**config.mk**
```make
export PLATFORM = sky130hd
export DESIGN_NAME = spsc_top
export DESIGN_NICKNAME = d
export VERILOG_FILES = /design/src/spsc_pkg.sv /design/src/spsc_top.sv
export VERILOG_INCLUDE_DIRS = /design/src
export SDC_FILE = /design/constraint.sdc
export NUM_CORES = 1
export LEC_CHECK = 0
export BUFFER_PORTS_ARGS = -buffer_cell sky130_fd_sc_hd__buf_2
export CAP_MARGIN = 20
export CORE_MARGIN = 3
export CORE_UTILIZATION = 45
export CTS_BUF_LIST = sky130_fd_sc_hd__clkbuf_8
export DETAILED_ROUTE_END_ITERATION = 7
export GPL_TIMING_DRIVEN = 0
export PLACE_DENSITY = 0.78
export SYNTH_ARGS = -nofsm -noshare
export SYNTH_HDL_FRONTEND = slang
export SYNTH_SLANG_ARGS = --single-unit
```
**constraint.sdc**
```tcl
create_clock -name core_clk -period 4.5 [get_ports core_clk]
set_clock_uncertainty 0.2 [all_clocks]
set_input_delay 0.45 -clock core_clk [delete_from_list [all_inputs] [get_ports core_clk]]
set_output_delay 0.45 -clock core_clk [all_outputs]
set_load 0.005 [all_outputs]
```
**src/spsc_cfg.svh**
```systemverilog
// Constants for the serial port switch configuration block
`ifndef SPSC_CFG_SVH
`define SPSC_CFG_SVH
// Input synchroniser depth
`define SPSC_SYNC_STAGES 3
// Switch bank widths and current sample width
`define SPSC_ADDR_W 8
`define SPSC_COMM_W 8
`define SPSC_CUR_W 16
// Communication switch positions
`define SPSC_SW_BAUD_LO 0
`define SPSC_SW_PAR_EN 3
`define SPSC_SW_PAR_EVEN 4
`define SPSC_SW_REVERSE 5
// Factory address switch setting
`define SPSC_ADDR_DEFAULT 8'h01
// Bit rates in bit/s
`define SPSC_BAUD_1200 32'd1200
`define SPSC_BAUD_2400 32'd2400
`define SPSC_BAUD_4800 32'd4800
`define SPSC_BAUD_9600 32'd9600
`define SPSC_BAUD_19200 32'd19200
`define SPSC_BAUD_38400 32'd38400
// Core clock rate in Hz
`define SPSC_CLK_HZ 32'd250000000
// Cycles per bit, derived from clock rate and bit rate (rounded down)
`define SPSC_DIV(b) (`SPSC_CLK_HZ / (b))
// Final settle count (nine settle cycles, 0 to 8) after reset before the configuration is declared valid
`define SPSC_SETTLE_CYC 4'd8
`endif

```
**src/spsc_pkg.sv**
```systemverilog
// Types for the serial port switch configuration block
package spsc_pkg;
	typedef enum logic [2:0] {SPSC_B1200, SPSC_B2400, SPSC_B4800, SPSC_B9600,
		SPSC_B19200, SPSC_B38400, SPSC_BBAD} spsc_baud_t;
	typedef enum logic [1:0] {SPSC_PAR_NONE, SPSC_PAR_ODD, SPSC_PAR_EVEN} spsc_par_t;
	typedef enum logic [1:0] {SPSC_ST_RESET, SPSC_ST_SETTLE, SPSC_ST_RUN} spsc_state_t;
endpackage

```
**src/spsc_top.sv**
```systemverilog
// Serial port switch configuration: address, rate, parity and current polarity
`timescale 1ns/1ns
`include "spsc_cfg.svh"
module spsc_top
	import spsc_pkg::*;
(
	input wire logic core_clk,
	input wire logic rst,
	input wire logic [7:0] addr_sw,
	input wire logic [7:0] comm_sw,
	input wire logic [15:0] cfg_reg_val,
	input wire logic cfg_reg_wr,
	input wire logic signed [15:0] cur_raw,
	input wire logic cur_valid,
	input wire logic frame_done,
	input wire logic frame_usable,
	output logic [7:0] slave_addr,
	output logic [2:0] baud_sel,
	output logic [31:0] bit_div,
	output logic [1:0] parity_mode,
	output logic cfg_ready,
	output logic signed [15:0] cur_report,
	output logic cur_report_valid,
	output logic diag_event,
	output logic rx_ok,
	output logic rx_error
);

	// ----------------------------------------------------------------
	// Functions
	// ----------------------------------------------------------------

	// Rate decode; unlisted combinations give SPSC_BBAD, which baud_div maps to the slowest rate
	function automatic spsc_baud_t baud_decode(input logic [2:0] s);
		spsc_baud_t b;
		b = SPSC_BBAD;
		case (s)
			3'h0: b = SPSC_B1200;
			3'h1: b = SPSC_B2400;
			3'h2: b = SPSC_B4800;
			3'h3: b = SPSC_B9600;
			3'h4: b = SPSC_B19200;
			3'h5: b = SPSC_B38400;
			default: b = SPSC_BBAD;
		endcase
		return b;
	endfunction

	function automatic logic [31:0] baud_div(input spsc_baud_t b);
		logic [31:0] d;
		d = `SPSC_DIV(`SPSC_BAUD_1200);
		case (b)
			SPSC_B2400: d = `SPSC_DIV(`SPSC_BAUD_2400);
			SPSC_B4800: d = `SPSC_DIV(`SPSC_BAUD_4800);
			SPSC_B9600: d = `SPSC_DIV(`SPSC_BAUD_9600);
			SPSC_B19200: d = `SPSC_DIV(`SPSC_BAUD_19200);
			SPSC_B38400: d = `SPSC_DIV(`SPSC_BAUD_38400);
			default: d = `SPSC_DIV(`SPSC_BAUD_1200);
		endcase
		return d;
	endfunction

	// ----------------------------------------------------------------
	// Switch synchronisers
	// ----------------------------------------------------------------

	// Three stages; a change counts once stages two and three agree
	logic [7:0] asw_s1_q, asw_s2_q, asw_s3_q, asw_stable_q;
	logic [7:0] csw_s1_q, csw_s2_q, csw_s3_q, csw_stable_q;
	always_ff @(posedge core_clk)
	begin
		asw_s1_q <= addr_sw;
		asw_s2_q <= asw_s1_q;
		asw_s3_q <= asw_s2_q;
		csw_s1_q <= comm_sw;
		csw_s2_q <= csw_s1_q;
		csw_s3_q <= csw_s2_q;
	end

	// Stable copies only move when two stages agree, so a bounce is filtered
	always_ff @(posedge core_clk)
	begin
		if (rst)
		begin
			asw_stable_q <= `SPSC_ADDR_DEFAULT;
			csw_stable_q <= 8'h00;
		end
		else
		begin
			asw_stable_q <= (asw_s2_q == asw_s3_q) ? asw_s3_q : asw_stable_q;
			csw_stable_q <= (csw_s2_q == csw_s3_q) ? csw_s3_q : csw_stable_q;
		end
	end

	// ----------------------------------------------------------------
	// Startup sequencer
	// ----------------------------------------------------------------

	// Settle time covers the synchroniser latency before switches are trusted
	spsc_state_t state_q, state_d;
	logic [3:0] settle_q, settle_d;
	always_comb
	begin
		state_d = state_q;
		settle_d = settle_q;
		case (state_q)
			SPSC_ST_RESET:
			begin
				state_d = SPSC_ST_SETTLE;
				settle_d = 4'h0;
			end
			SPSC_ST_SETTLE:
			begin
				settle_d = settle_q + 4'h1;
				if (settle_q == `SPSC_SETTLE_CYC)
					state_d = SPSC_ST_RUN;
			end
			default: state_d = SPSC_ST_RUN;
		endcase
	end

	always_ff @(posedge core_clk)
	begin
		if (rst)
		begin
			state_q <= SPSC_ST_RESET;
			settle_q <= 4'h0;
		end
		else
		begin
			state_q <= state_d;
			settle_q <= settle_d;
		end
	end

	wire logic running = (state_q == SPSC_ST_RUN);

	// ----------------------------------------------------------------
	// Serial configuration decode
	// ----------------------------------------------------------------

	// Address, rate and parity leave this block; switch 5 sets current polarity, switches 6 and 7 are unused
	wire spsc_baud_t baud_w = baud_decode(csw_stable_q[2:0]);
	wire logic par_en_w = csw_stable_q[`SPSC_SW_PAR_EN];
	wire logic par_even_w = csw_stable_q[`SPSC_SW_PAR_EVEN];
	wire spsc_par_t par_w = !par_en_w ? SPSC_PAR_NONE :
		(par_even_w ? SPSC_PAR_EVEN : SPSC_PAR_ODD);
	// Each switch k is worth 2**k, so the sum is the switch word itself
	wire logic [7:0] addr_w = asw_stable_q;

	// Outputs are frozen until settled, then track the switches
	always_ff @(posedge core_clk)
	begin
		if (rst)
		begin
			slave_addr <= `SPSC_ADDR_DEFAULT;
			baud_sel <= 3'h0;
			bit_div <= `SPSC_DIV(`SPSC_BAUD_1200);
			parity_mode <= 2'h0;
			cfg_ready <= 1'b0;
		end
		else if (running)
		begin
			slave_addr <= addr_w;
			baud_sel <= baud_w;
			bit_div <= baud_div(baud_w);
			parity_mode <= par_w;
			cfg_ready <= 1'b1;
		end
	end

	// ----------------------------------------------------------------
	// Current polarity
	// ----------------------------------------------------------------

	// Nonzero written value overrides the switch; zero hands control back
	logic [15:0] sys_cfg_q;
	always_ff @(posedge core_clk)
	begin
		if (rst)
			sys_cfg_q <= 16'h0000;
		else if (cfg_reg_wr)
			sys_cfg_q <= cfg_reg_val;
	end

	wire logic override_w = (sys_cfg_q != 16'h0000);
	wire logic invert_w = override_w ? sys_cfg_q[0] : csw_stable_q[`SPSC_SW_REVERSE];
	// Negating the most negative value saturates rather than wrapping
	wire logic signed [15:0] cur_neg_w = (cur_raw == 16'sh8000) ? 16'sh7FFF : -cur_raw;
	wire logic signed [15:0] cur_pol_w = invert_w ? cur_neg_w : cur_raw;

	always_ff @(posedge core_clk)
	begin
		if (rst)
		begin
			cur_report <= 16'sh0000;
			cur_report_valid <= 1'b0;
			diag_event <= 1'b0;
		end
		else
		begin
			cur_report_valid <= cur_valid;
			if (cur_valid)
			begin
				cur_report <= cur_pol_w;
				diag_event <= cur_pol_w[15];
			end
		end
	end

	// ----------------------------------------------------------------
	// Frame status
	// ----------------------------------------------------------------

	// Frames before the configuration is applied count as unusable
	always_ff @(posedge core_clk)
	begin
		if (rst)
		begin
			rx_ok <= 1'b0;
			rx_error <= 1'b0;
		end
		else
		begin
			rx_ok <= frame_done && frame_usable && cfg_ready;
			rx_error <= frame_done && !(frame_usable && cfg_ready);
		end
	end

endmodule

```
==> results.py, run 1 <==
metrics = {
    "floorplan": {
        "coreArea_um2": 10900,
        "dieArea_um2": 12500,
        "die_width_um": 112,
        "die_h_um": 112,
        "initial_core_util": 0.463,
        "num_io_pins": 120,
        "num_rows": 38,
    },
    "synthesis": {
        "netlist_area_um2": 5040,
        "synth_warnings": 0,
        "synthTopCellsByArea": "dfxtp_1 (54%), mux2i_1 (6.0%), nor2_1 (5.1%)",
        "syn_inst": 527,
        "synth-edff-count": 0,
        "post-synth-top-area-fraction": 0.536,
        "post-synth-top-area-cell": "dfxtp_1",
        "yosys.cell_types.count": 47,
        "async_flop_share": 0,
        "synthFlopType": "dfxtp_1",
        "most_repeated_cell_in_the_gate_level_netlist_after_synthesis": "dfxtp_1",
        "synth.yosys.seq_area_share": 0.536,
        "ys_ff_latch": 135,
        "postSynthAreaPerCell_um2": 9.56,
        "ys_top_cells_by_count": "dfxtp_1 (135), nor2_1 (69), nand2_1 (42)",
    },
    "place": {
        "place.detailed.instances": 782,
        "dp_hpwl_um": 8600,
        "weighted_congestion_at_the_end_of_routability_driven_global_placement": 0.909,
        "port-buffer-count": 102,
    },
    "setup_path": {
        "timing.critical_path.required_ns": 4.65,
        "critPathCaptureType": "register",
        "cp.arrival_ns": 2.98,
        "type_of_the_worst_setup_path": "register to register",
        "timing.critical_path.from_type": "register",
        "crit_path_max_fanout": 10,
    },
    "clocking": {
        "worstSkewPairLatency_ns": 0.43,
        "path_clk_slew_ns": 0.08,
        "cts.repair_timing.setup_buffer_count": 0,
        "ctsLongestPathBuffers": 2,
        "clock-root-buffer": "clkbuf_8",
        "htree_levels": 4,
        "tritoncts": "built",
        "number_of_clock_sinks": 135,
        "cts-buffers-inserted": 17,
    },
    "cells_and_area": {
        "post_route_cells_drive_above_1_share": 0.230,
        "nets_finish": 739,
        "fillers": 960,
        "n_antenna_cell": 0,
        "final_cells": 831,
        "area_growth_pct": 26.4,
        "multi_input_area_um2": 2120,
        "register_area_um2": 2700,
    },
    "sta": {
        "rsz0062_at_grt": "no",
        "measured_slew_at_the_worst_slew_check_pin_ns": 0.852,
        "slew_viol_final": 0,
        "fin_setup_tns_ns": 0,
        "report.final.hold_viol_count": 0,
        "final_min_period_over_clock_period": 0.628,
        "clock.fmax_mhz": 354,
        "maxSlewHeadroom": 0.424,
        "setup_viol": 0,
        "finalCriticalPeriod_ns": 2.82,
    },
    "grt": {
        "grt_overflow_total": 0,
        "grt.total_usage": 0.191,
        "grt_max_degree": 17,
        "grt_pass1_vias": 4078,
        "grt_pass1_wl_um": 19300,
        "grt_antenna_before_repair": 0,
    },
    "power": {
        "max_vdd_drop_uv": 216,
        "p_per_area_nw_per_um2": 392,
        "power_leakage_nw": 2.82,
    },
    "drt": {
        "total_wire_length_um": 11800,
        "route.detailed.wl_per_inst_um": 14.2,
        "avgViaCountPerCell": 5.08,
        "highest_layer": "met4",
        "met3_wirelength_um": 880,
        "num_vias": 4222,
        "met1Wirelength_um": 5020,
        "antenna_left": 0,
        "post-route-drc-count": 0,
        "wl_met2_um": 5670,
        "firstDrtPassIters": 4,
        "drt-initial-drc-count": 288,
    },
    "min_path": {
        "worst_hold_path_type": "input pin to register",
    },
    "run": {
        "max-cap-violations": 0,
    },
    "status": {
        "run_status": "finished, final reports clean",
    },
}
-- logic make-up (layout without fill, tap and decap cells) --
logic type,after synthesis,in the layout,synth area share
mux,30,30,0.0596
xor+xnor,16,16,0.0278
other cells,1,14,0.000744
compound gates,91,91,0.114
fa+ha+maj,7,7,0.0174
flops,135,135,0.536
simple gates,195,195,0.190
buf+inv,52,203,0.0531
-- final cells by class --
class | instances | area share
Buffer | 45 | 0.0379
Clock buffer | 17 | 0.0367
Clock inverter | 15 | 0.0301
Inverter | 7 | 0.00413
Multi-Input combinational cell | 353 | 0.332
Sequential cell | 135 | 0.424
Tap cell | 140 | 0.0275
Timing Repair Buffer | 119 | 0.107
-- metrics by stage --
| step | utilization | hold slack [ns] | cell area (um^2) | total power [mW] | setup slack (ns) |
|---|---|---|---|---|---|
| 5_1_grt | 0.585 | 0.0454 | 6370 | 2.60 | 1.37 |
| 2_1_floorplan | - | 0.110 | 5090 | 1.38 | 1.78 |
| 3_5_place_dp | 0.530 | 0.112 | 5770 | 1.45 | 1.48 |
| 6_report | 0.585 | 0.0601 | 6370 | 2.49 | 1.68 |
| 3_3_place_gp | 0.530 | 0.112 | 5770 | 1.44 | 1.48 |
| 4_1_cts | 0.585 | 0.0343 | 6370 | 2.51 | 1.73 |
-- sequential cells by signal, summed over array words and instances (netlist names), 2 cells and up --
name,count
parity_mode,2
cur_report,16
csw_s1_q,8
asw_s3_q,8
baud_sel,3
bit_div,18
csw_s2_q,8
addr_w,8
asw_s2_q,8
csw_stable_q,6
slave_addr,8
sys_cfg_q,16
csw_s3_q,8
settle_q,4
asw_s1_q,8
state_q,2
-- cell usage in the layout (no fill, tap or decap), types with 2 or more instances in the layout --
| master | netlist | final |
|---|---|---|
| inv_1 | 7 | 7 |
| nor2_1 | 69 | 69 |
| ha_1 | 7 | 7 |
| nor2b_1 | 11 | 11 |
| o211ai_1 | 5 | 5 |
| o221ai_1 | 3 | 3 |
| and3_1 | 2 | 2 |
| a31oi_1 | 5 | 5 |
| nand3b_1 | 5 | 5 |
| a21oi_1 | 33 | 33 |
| buf_2 | 1 | 103 |
| nor4_1 | 11 | 11 |
| xor2_1 | 16 | 16 |
| a211o_1 | 3 | 3 |
| dlygate4sd3_1 | 0 | 17 |
| clkbuf_8 | 0 | 17 |
| clkinvlp_4 | 0 | 2 |
| mux2i_1 | 30 | 30 |
| nor3_1 | 17 | 17 |
| nor3b_1 | 6 | 6 |
| or2_2 | 3 | 3 |
| nor4b_1 | 3 | 3 |
| dfxtp_1 | 135 | 135 |
| nand2_1 | 42 | 42 |
| bufinv_16 | 0 | 3 |
| conb_1 | 1 | 14 |
| nand2b_1 | 13 | 13 |
| clkbuf_1 | 26 | 26 |
| nand3_1 | 4 | 4 |
| o311ai_0 | 2 | 2 |
| inv_6 | 0 | 6 |
| buf_4 | 15 | 15 |
| clkinv_4 | 0 | 2 |
| a211oi_1 | 13 | 13 |
| a311oi_1 | 2 | 2 |
| o21ai_0 | 13 | 13 |
| buf_6 | 2 | 2 |
| o22ai_1 | 5 | 5 |
| or4_1 | 3 | 3 |
-- what timing repair did --
action / 4_1_cts / 5_1_grt
gates resized for setup: 0 / 0
endpoints found under the hold margin: 17 / 0
hold buffers: 17 / 0
-- final timing paths --
kind,startpoint,endpoint,slack [ns],depth (start not counted)
hold / removal,cfg_reg_val[14],sys_cfg_q[14],0.06,3
setup reg to reg,csw_stable_q[1],bit_div[1],1.68,10
hold reg to reg,csw_s1_q[4],csw_s2_q[4],0.13,0
setup / recovery,csw_stable_q[1],bit_div[1],1.68,10
-- routing by layer --
metal  GRT usage  vias to the layer above
met1       0.228                     1929
li1            -                     2105
met4      0.0754                        0
met5           0                        -
met2       0.317                      165
met3      0.0641                       23
-- report_power, final --
part	internal (mW)	switching, mW	total, mW
Sequential	1.24	0.0242	1.26
Combinational	0.0843	0.0871	0.171
Clock	0.563	0.498	1.06
Total	1.89	0.609	2.49
-- critical path, cell delays in order (launching register included) --
cell and delay [ns]:
dfxtp_1 0.42, clkbuf_1 0.33, nor2b_1 0.43, inv_1 0.13, ha_1 0.20, clkbuf_1 0.22
nor3b_1 0.23, nor2_1 0.08, nor3_1 0.23, nor2_1 0.08, a211oi_1 0.20
No activity file was read; power rests on OpenSTA's default activity.
==> run 2: changes to the inputs <==
==> constraint.sdc (replaced) <==
create_clock -name core_clk -period 2.72 [get_ports core_clk]
set_clock_uncertainty 0.2 [all_clocks]
set_input_delay 0.272 -clock core_clk [delete_from_list [all_inputs] [get_ports core_clk]]
set_output_delay 0.272 -clock core_clk [all_outputs]
set_load 0.005 [all_outputs]
==> results.py, run 2 (same netlist as run 1, synthesis figures left out) <==
metrics = {
    "place": {
        "weighted_congestion_at_the_end_of_routability_driven_global_placement": 0.909,
        "dp_hpwl_um": 8600,
        "detailedPlace.worstSlack_ns": -0.124,
        "port-buffer-count": 102,
    },
    "clocking": {
        "cts-buffers-inserted": 17,
        "ctsLongestPathBuffers": 2,
        "number_of_clock_sinks": 135,
        "cts.repair_timing.setup_buffer_count": 0,
        "htree_levels": 4,
        "clock-root-buffer": "clkbuf_8",
        "worstSkewPairLatency_ns": 0.43,
        "tritoncts": "built",
        "path_clk_slew_ns": 0.08,
    },
    "sta": {
        "final_min_period_over_clock_period": 0.916,
        "slew_viol_final": 0,
        "finalCriticalPeriod_ns": 2.49,
        "report.final.hold_viol_count": 0,
        "rsz0062_at_grt": "no",
        "fin_setup_tns_ns": 0,
        "clock.fmax_mhz": 401,
        "setup_viol": 0,
        "measured_slew_at_the_worst_slew_check_pin_ns": 0.839,
        "setup_ws_ns": 0.228,
        "maxSlewHeadroom": 0.436,
    },
    "cells_and_area": {
        "largest_reg_flops": 18,
        "area_growth_pct": 30.7,
        "largest_registers": "bit_div x18, cur_report x16, sys_cfg_q x16",
        "final_common_cell": "dfxtp_1",
        "commonest_cells_after_routing_fill_and_taps_aside": "dfxtp_1 (135), buf_2 (103), nor2_1 (69)",
        "n_antenna_cell": 0,
        "post_route_cells_drive_above_1_share": 0.229,
        "finish.utilization": 0.605,
        "nets_finish": 759,
        "largest_register": "bit_div",
    },
    "setup_path": {
        "timing.critical_path.from_type": "register",
        "timing.critical_path.required_ns": 2.87,
        "critPathCaptureType": "register",
        "crit_path_max_fanout": 10,
        "cp.arrival_ns": 2.64,
        "type_of_the_worst_setup_path": "register to register",
        "worst_r2r_startpoint": "csw_stable_q[1]",
        "worst_setup_path_startpoint": "csw_stable_q[1]",
    },
    "grt": {
        "grt_overflow_total": 0,
        "grt.total_usage": 0.200,
        "grt_max_degree": 17,
        "grt_pass1_vias": 4206,
        "grt_antenna_before_repair": 0,
        "grt_pass1_wl_um": 20200,
    },
    "drt": {
        "avgViaCountPerCell": 5.15,
        "num_vias": 4379,
        "route.detailed.wl_per_inst_um": 14.7,
        "drt-initial-drc-count": 293,
        "antenna_left": 0,
        "total_wire_length_um": 12500,
        "post-route-drc-count": 0,
        "firstDrtPassIters": 7,
    },
    "floorplan": {
        "initial_core_util": 0.463,
        "coreArea_um2": 10900,
        "num_io_pins": 120,
        "die_h_um": 112,
        "dieArea_um2": 12500,
        "num_rows": 38,
        "die_width_um": 112,
    },
    "power": {
        "power_leakage_nw": 2.91,
        "p_per_area_nw_per_um2": 631,
        "max_vdd_drop_uv": 358,
    },
    "min_path": {
        "min-delay-start": "cur_raw[11]",
        "worst_hold_path_type": "input pin to register",
    },
    "status": {
        "run_status": "finished, final reports clean",
    },
    "run": {
        "max-cap-violations": 0,
    },
}
run 2: path summary, 6_finish.rpt:
check	to	slack, ns	cells after the start
max	bit_div[9]	0.23	10
min	cur_report[11]	0.02	3
max reg2reg	bit_div[9]	0.23	10
min reg2reg	csw_s2_q[4]	0.13	0
run 2: report_power, final:
| part | total, mW | switching [mW] | internal (mW) |
|---|---|---|---|
| clock network | 1.75 | 0.822 | 0.931 |
| registers | 2.09 | 0.0415 | 2.05 |
| logic | 0.312 | 0.153 | 0.159 |
run 2: final cells by class:
type                    instances  area (um^2)
clock buffers                  17          234
inverters                       7         26.3
multi-input cells             353         2130
plain buffers                  45          244
fillers                       912         4300
clock inverters                15          191
flip-flops and latches        135         2700
repair buffers                139          881
well taps                     140          175
run 2: routing by layer:
layer / global-route usage / share of wire / wire, um
met5: 0 / 0 / 0
met2: 0.341 / 0.48 / 6040
met1: 0.234 / 0.42 / 5220
met4: 0.0787 / 0.027 / 332
met3: 0.0663 / 0.072 / 898
run 2: worst max-delay path, cell delays in order, from the launching register on:
cell and delay [ns]:
dfxtp_1 0.42, clkbuf_2 0.25, nor2b_4 0.24, inv_1 0.09
ha_1 0.18, clkbuf_1 0.21, nor3b_1 0.23, nor2_1 0.08
nor3_1 0.23, nor2_1 0.09, a211oi_1 0.20
run 2: stage by stage:
stage / total power [mW] / std cells / hold WS (ns) / cell area, um^2
after CTS: 4.18 / 851 / 0.00259 / 6570
after global routing: 4.33 / 851 / 0.0410 / 6590
final: 4.16 / 851 / 0.0173 / 6590
after floorplan: 2.29 / 540 / 0.0997 / 5090
after global placement: 2.39 / 782 / 0.112 / 5770
after detailed placement: 2.40 / 782 / 0.112 / 5770
run 2: timing repair:
action,CTS,global route
pin swaps,0,0
hold endpoints to repair,36,0
resized for setup,1,6
endpoints found under the setup margin,2,6
hold buffers,37,0
==> run 3: changes to the inputs <==
--- a/config.mk
+++ b/config.mk
@@ -8,7 +8,7 @@
 export LEC_CHECK = 0
 export BUFFER_PORTS_ARGS = -buffer_cell sky130_fd_sc_hd__buf_2
 export CAP_MARGIN = 20
-export CORE_MARGIN = 3
+export CORE_MARGIN = 10
 export CORE_UTILIZATION = 45
 export CTS_BUF_LIST = sky130_fd_sc_hd__clkbuf_8
 export DETAILED_ROUTE_END_ITERATION = 7
==> results.py, run 3 (same netlist as run 1, synthesis figures left out) <==
metrics = {
    "power": {
        "internal-power_mw": 3.14,
        "power_frac_clock": 0.426,
        "net-switching-power_mw": 1.05,
        "p_seq_frac": 0.499,
        "power.share.combinational": 0.076,
        "power_leakage_nw": 2.91,
        "p_sw_frac": 0.251,
        "max_vdd_drop_uv": 576,
        "design_power_total_mw": 4.19,
        "p_per_area_nw_per_um2": 634,
    },
    "setup_path": {
        "worst_r2r_startpoint": "sys_cfg_q[10]",
        "crit_path_max_fanout": 10,
        "timing.critical_path.required_ns": 2.88,
        "timing.critical_path.from_type": "input pin",
        "worst_r2r_end": "cur_report[8]",
        "type_of_the_worst_setup_path": "input pin to register",
        "r2r_slack_ns": 0.15,
        "critPathCaptureType": "register",
        "cp.arrival_ns": 2.79,
        "worst_r2r_path_depth": 6,
    },
    "drt": {
        "antenna_left": 0,
        "met1Wirelength_um": 5530,
        "highest_layer": "met4",
        "wl_met2_um": 6460,
        "drt-initial-drc-count": 442,
        "route.detailed.wl_per_inst_um": 15.7,
        "firstDrtPassIters": 5,
        "num_vias": 4393,
        "post-route-drc-count": 0,
        "met3_wirelength_um": 1170,
        "avgViaCountPerCell": 5.15,
        "total_wire_length_um": 13400,
    },
    "cells_and_area": {
        "design_area_um2": 6620,
        "area_growth_pct": 31.3,
        "nets_finish": 761,
        "largest_register": "bit_div",
        "final_common_cell": "dfxtp_1",
        "n_antenna_cell": 0,
        "post_route_cells_drive_above_1_share": 0.230,
        "largest_registers": "bit_div x18, cur_report x16, sys_cfg_q x16",
        "largest_reg_flops": 18,
        "commonest_cells_after_routing_fill_and_taps_aside": "dfxtp_1 (134), buf_2 (103), nor2_1 (69)",
    },
    "run": {
        "max-cap-violations": 0,
    },
    "sta": {
        "setup_ws_ns": 0.0841,
        "rsz0062_at_grt": "yes",
        "finalCriticalPeriod_ns": 2.64,
        "slew_viol_final": 0,
        "fin_setup_tns_ns": 0,
        "clock.fmax_mhz": 379,
        "maxSlewHeadroom": 0.383,
        "setup_viol": 0,
        "measured_slew_at_the_worst_slew_check_pin_ns": 0.918,
        "final_min_period_over_clock_period": 0.969,
        "report.final.hold_viol_count": 0,
    },
    "clocking": {
        "path_clk_slew_ns": 0.08,
        "cts-buffers-inserted": 17,
        "worstSkewPairLatency_ns": 0.44,
        "ctsLongestPathBuffers": 2,
        "tritoncts": "built",
        "number_of_clock_sinks": 135,
        "clock-root-buffer": "clkbuf_8",
        "htree_levels": 4,
        "cts.repair_timing.setup_buffer_count": 0,
    },
    "grt": {
        "grt.total_usage": 0.163,
        "grt_max_degree": 17,
        "grt_pass1_vias": 4383,
        "grt_antenna_before_repair": 0,
        "grt_pass1_wl_um": 21400,
        "grt_overflow_total": 0,
    },
    "floorplan": {
        "num_rows": 38,
        "num_io_pins": 120,
        "die_h_um": 126,
        "initial_core_util": 0.463,
        "dieArea_um2": 15800,
        "die_width_um": 126,
        "coreArea_um2": 10900,
    },
    "min_path": {
        "holdPathStages": 3,
        "min-delay-start": "cur_raw[10]",
        "worst_hold_path_type": "input pin to register",
        "hold_path_end": "cur_report[10]",
    },
    "place": {
        "port-buffer-count": 102,
        "detailedPlace.worstSlack_ns": -0.163,
        "post_dp_cell_area_um2": 5770,
        "weighted_congestion_at_the_end_of_routability_driven_global_placement": 0.880,
        "dp_hpwl_um": 9520,
    },
    "status": {
        "run_status": "finished, final reports clean",
    },
}
-- run 3: metal layers --
layer  vias to the layer above  global-route usage
met1                      2048               0.182
met4                         0              0.0603
met2                       183               0.278
met5                         -                   0
met3                        22              0.0604
li1                       2140                   -
-- run 3: timing repair --
| action | 4_1_cts | 5_1_grt |
|---|---|---|
| pin swaps | 0 | 0 |
| endpoints found under the setup margin | 4 | 5 |
| endpoints found under the hold margin | 39 | 0 |
| hold buffers | 40 | 0 |
| gates resized for setup | 1 | 4 |
-- run 3: worst max path at each step --
stage / slack, ns / endpoint / depth (start not counted) / start
after detailed placement: -0.16 / cur_report[7] / 11 / cur_raw[0]
final: 0.08 / cur_report[7] / 9 / cur_raw[11]
after CTS: 0.04 / cur_report[7] / 9 / cur_raw[11]
after global placement: -0.10 / cur_report[7] / 11 / cur_raw[0]
after global routing: -0.01 / bit_div[9] / 10 / csw_stable_q[2]
after floorplan: 0.17 / cur_report[10] / 10 / cur_raw[0]
-- run 3: stage by stage --
stage | std cells | utilization | hold slack (ns)
after floorplan | 540 | - | 0.0997
after global placement | 782 | 0.530 | 0.111
after detailed placement | 782 | 0.530 | 0.112
after CTS | 853 | 0.606 | 0.0234
after global routing | 853 | 0.608 | 0.0402
final | 853 | 0.608 | 0.0435
-- run 3: worst max-delay path, cell delays in order --
cell	delay [ns]
dlygate4sd3_1	0.54
buf_2	0.16
or4_4	0.54
or4_4	0.50
buf_6	0.15
buf_6	0.14
a21oi_1	0.13
o22ai_1	0.12
a211oi_1	0.23
-- run 3: area by class of cell --
class / count / area, um^2
plain buffers: 44 / 238
well taps: 140 / 175
repair buffers: 142 / 911
clock inverters: 15 / 193
clock buffers: 17 / 234
multi-input cells: 353 / 2140
inverters: 7 / 26.3
flip-flops and latches: 135 / 2700
fillers: 925 / 4270
-- run 3: power groups by stage --
stage | Combinational (mW) | Clock, mW | Sequential [mW]
after floorplan | 0.157 | 0 | 2.13
after global placement | 0.256 | 0 | 2.13
after detailed placement | 0.265 | 0 | 2.14
after CTS | 0.311 | 1.81 | 2.09
after global routing | 0.350 | 1.90 | 2.10
final | 0.318 | 1.79 | 2.09
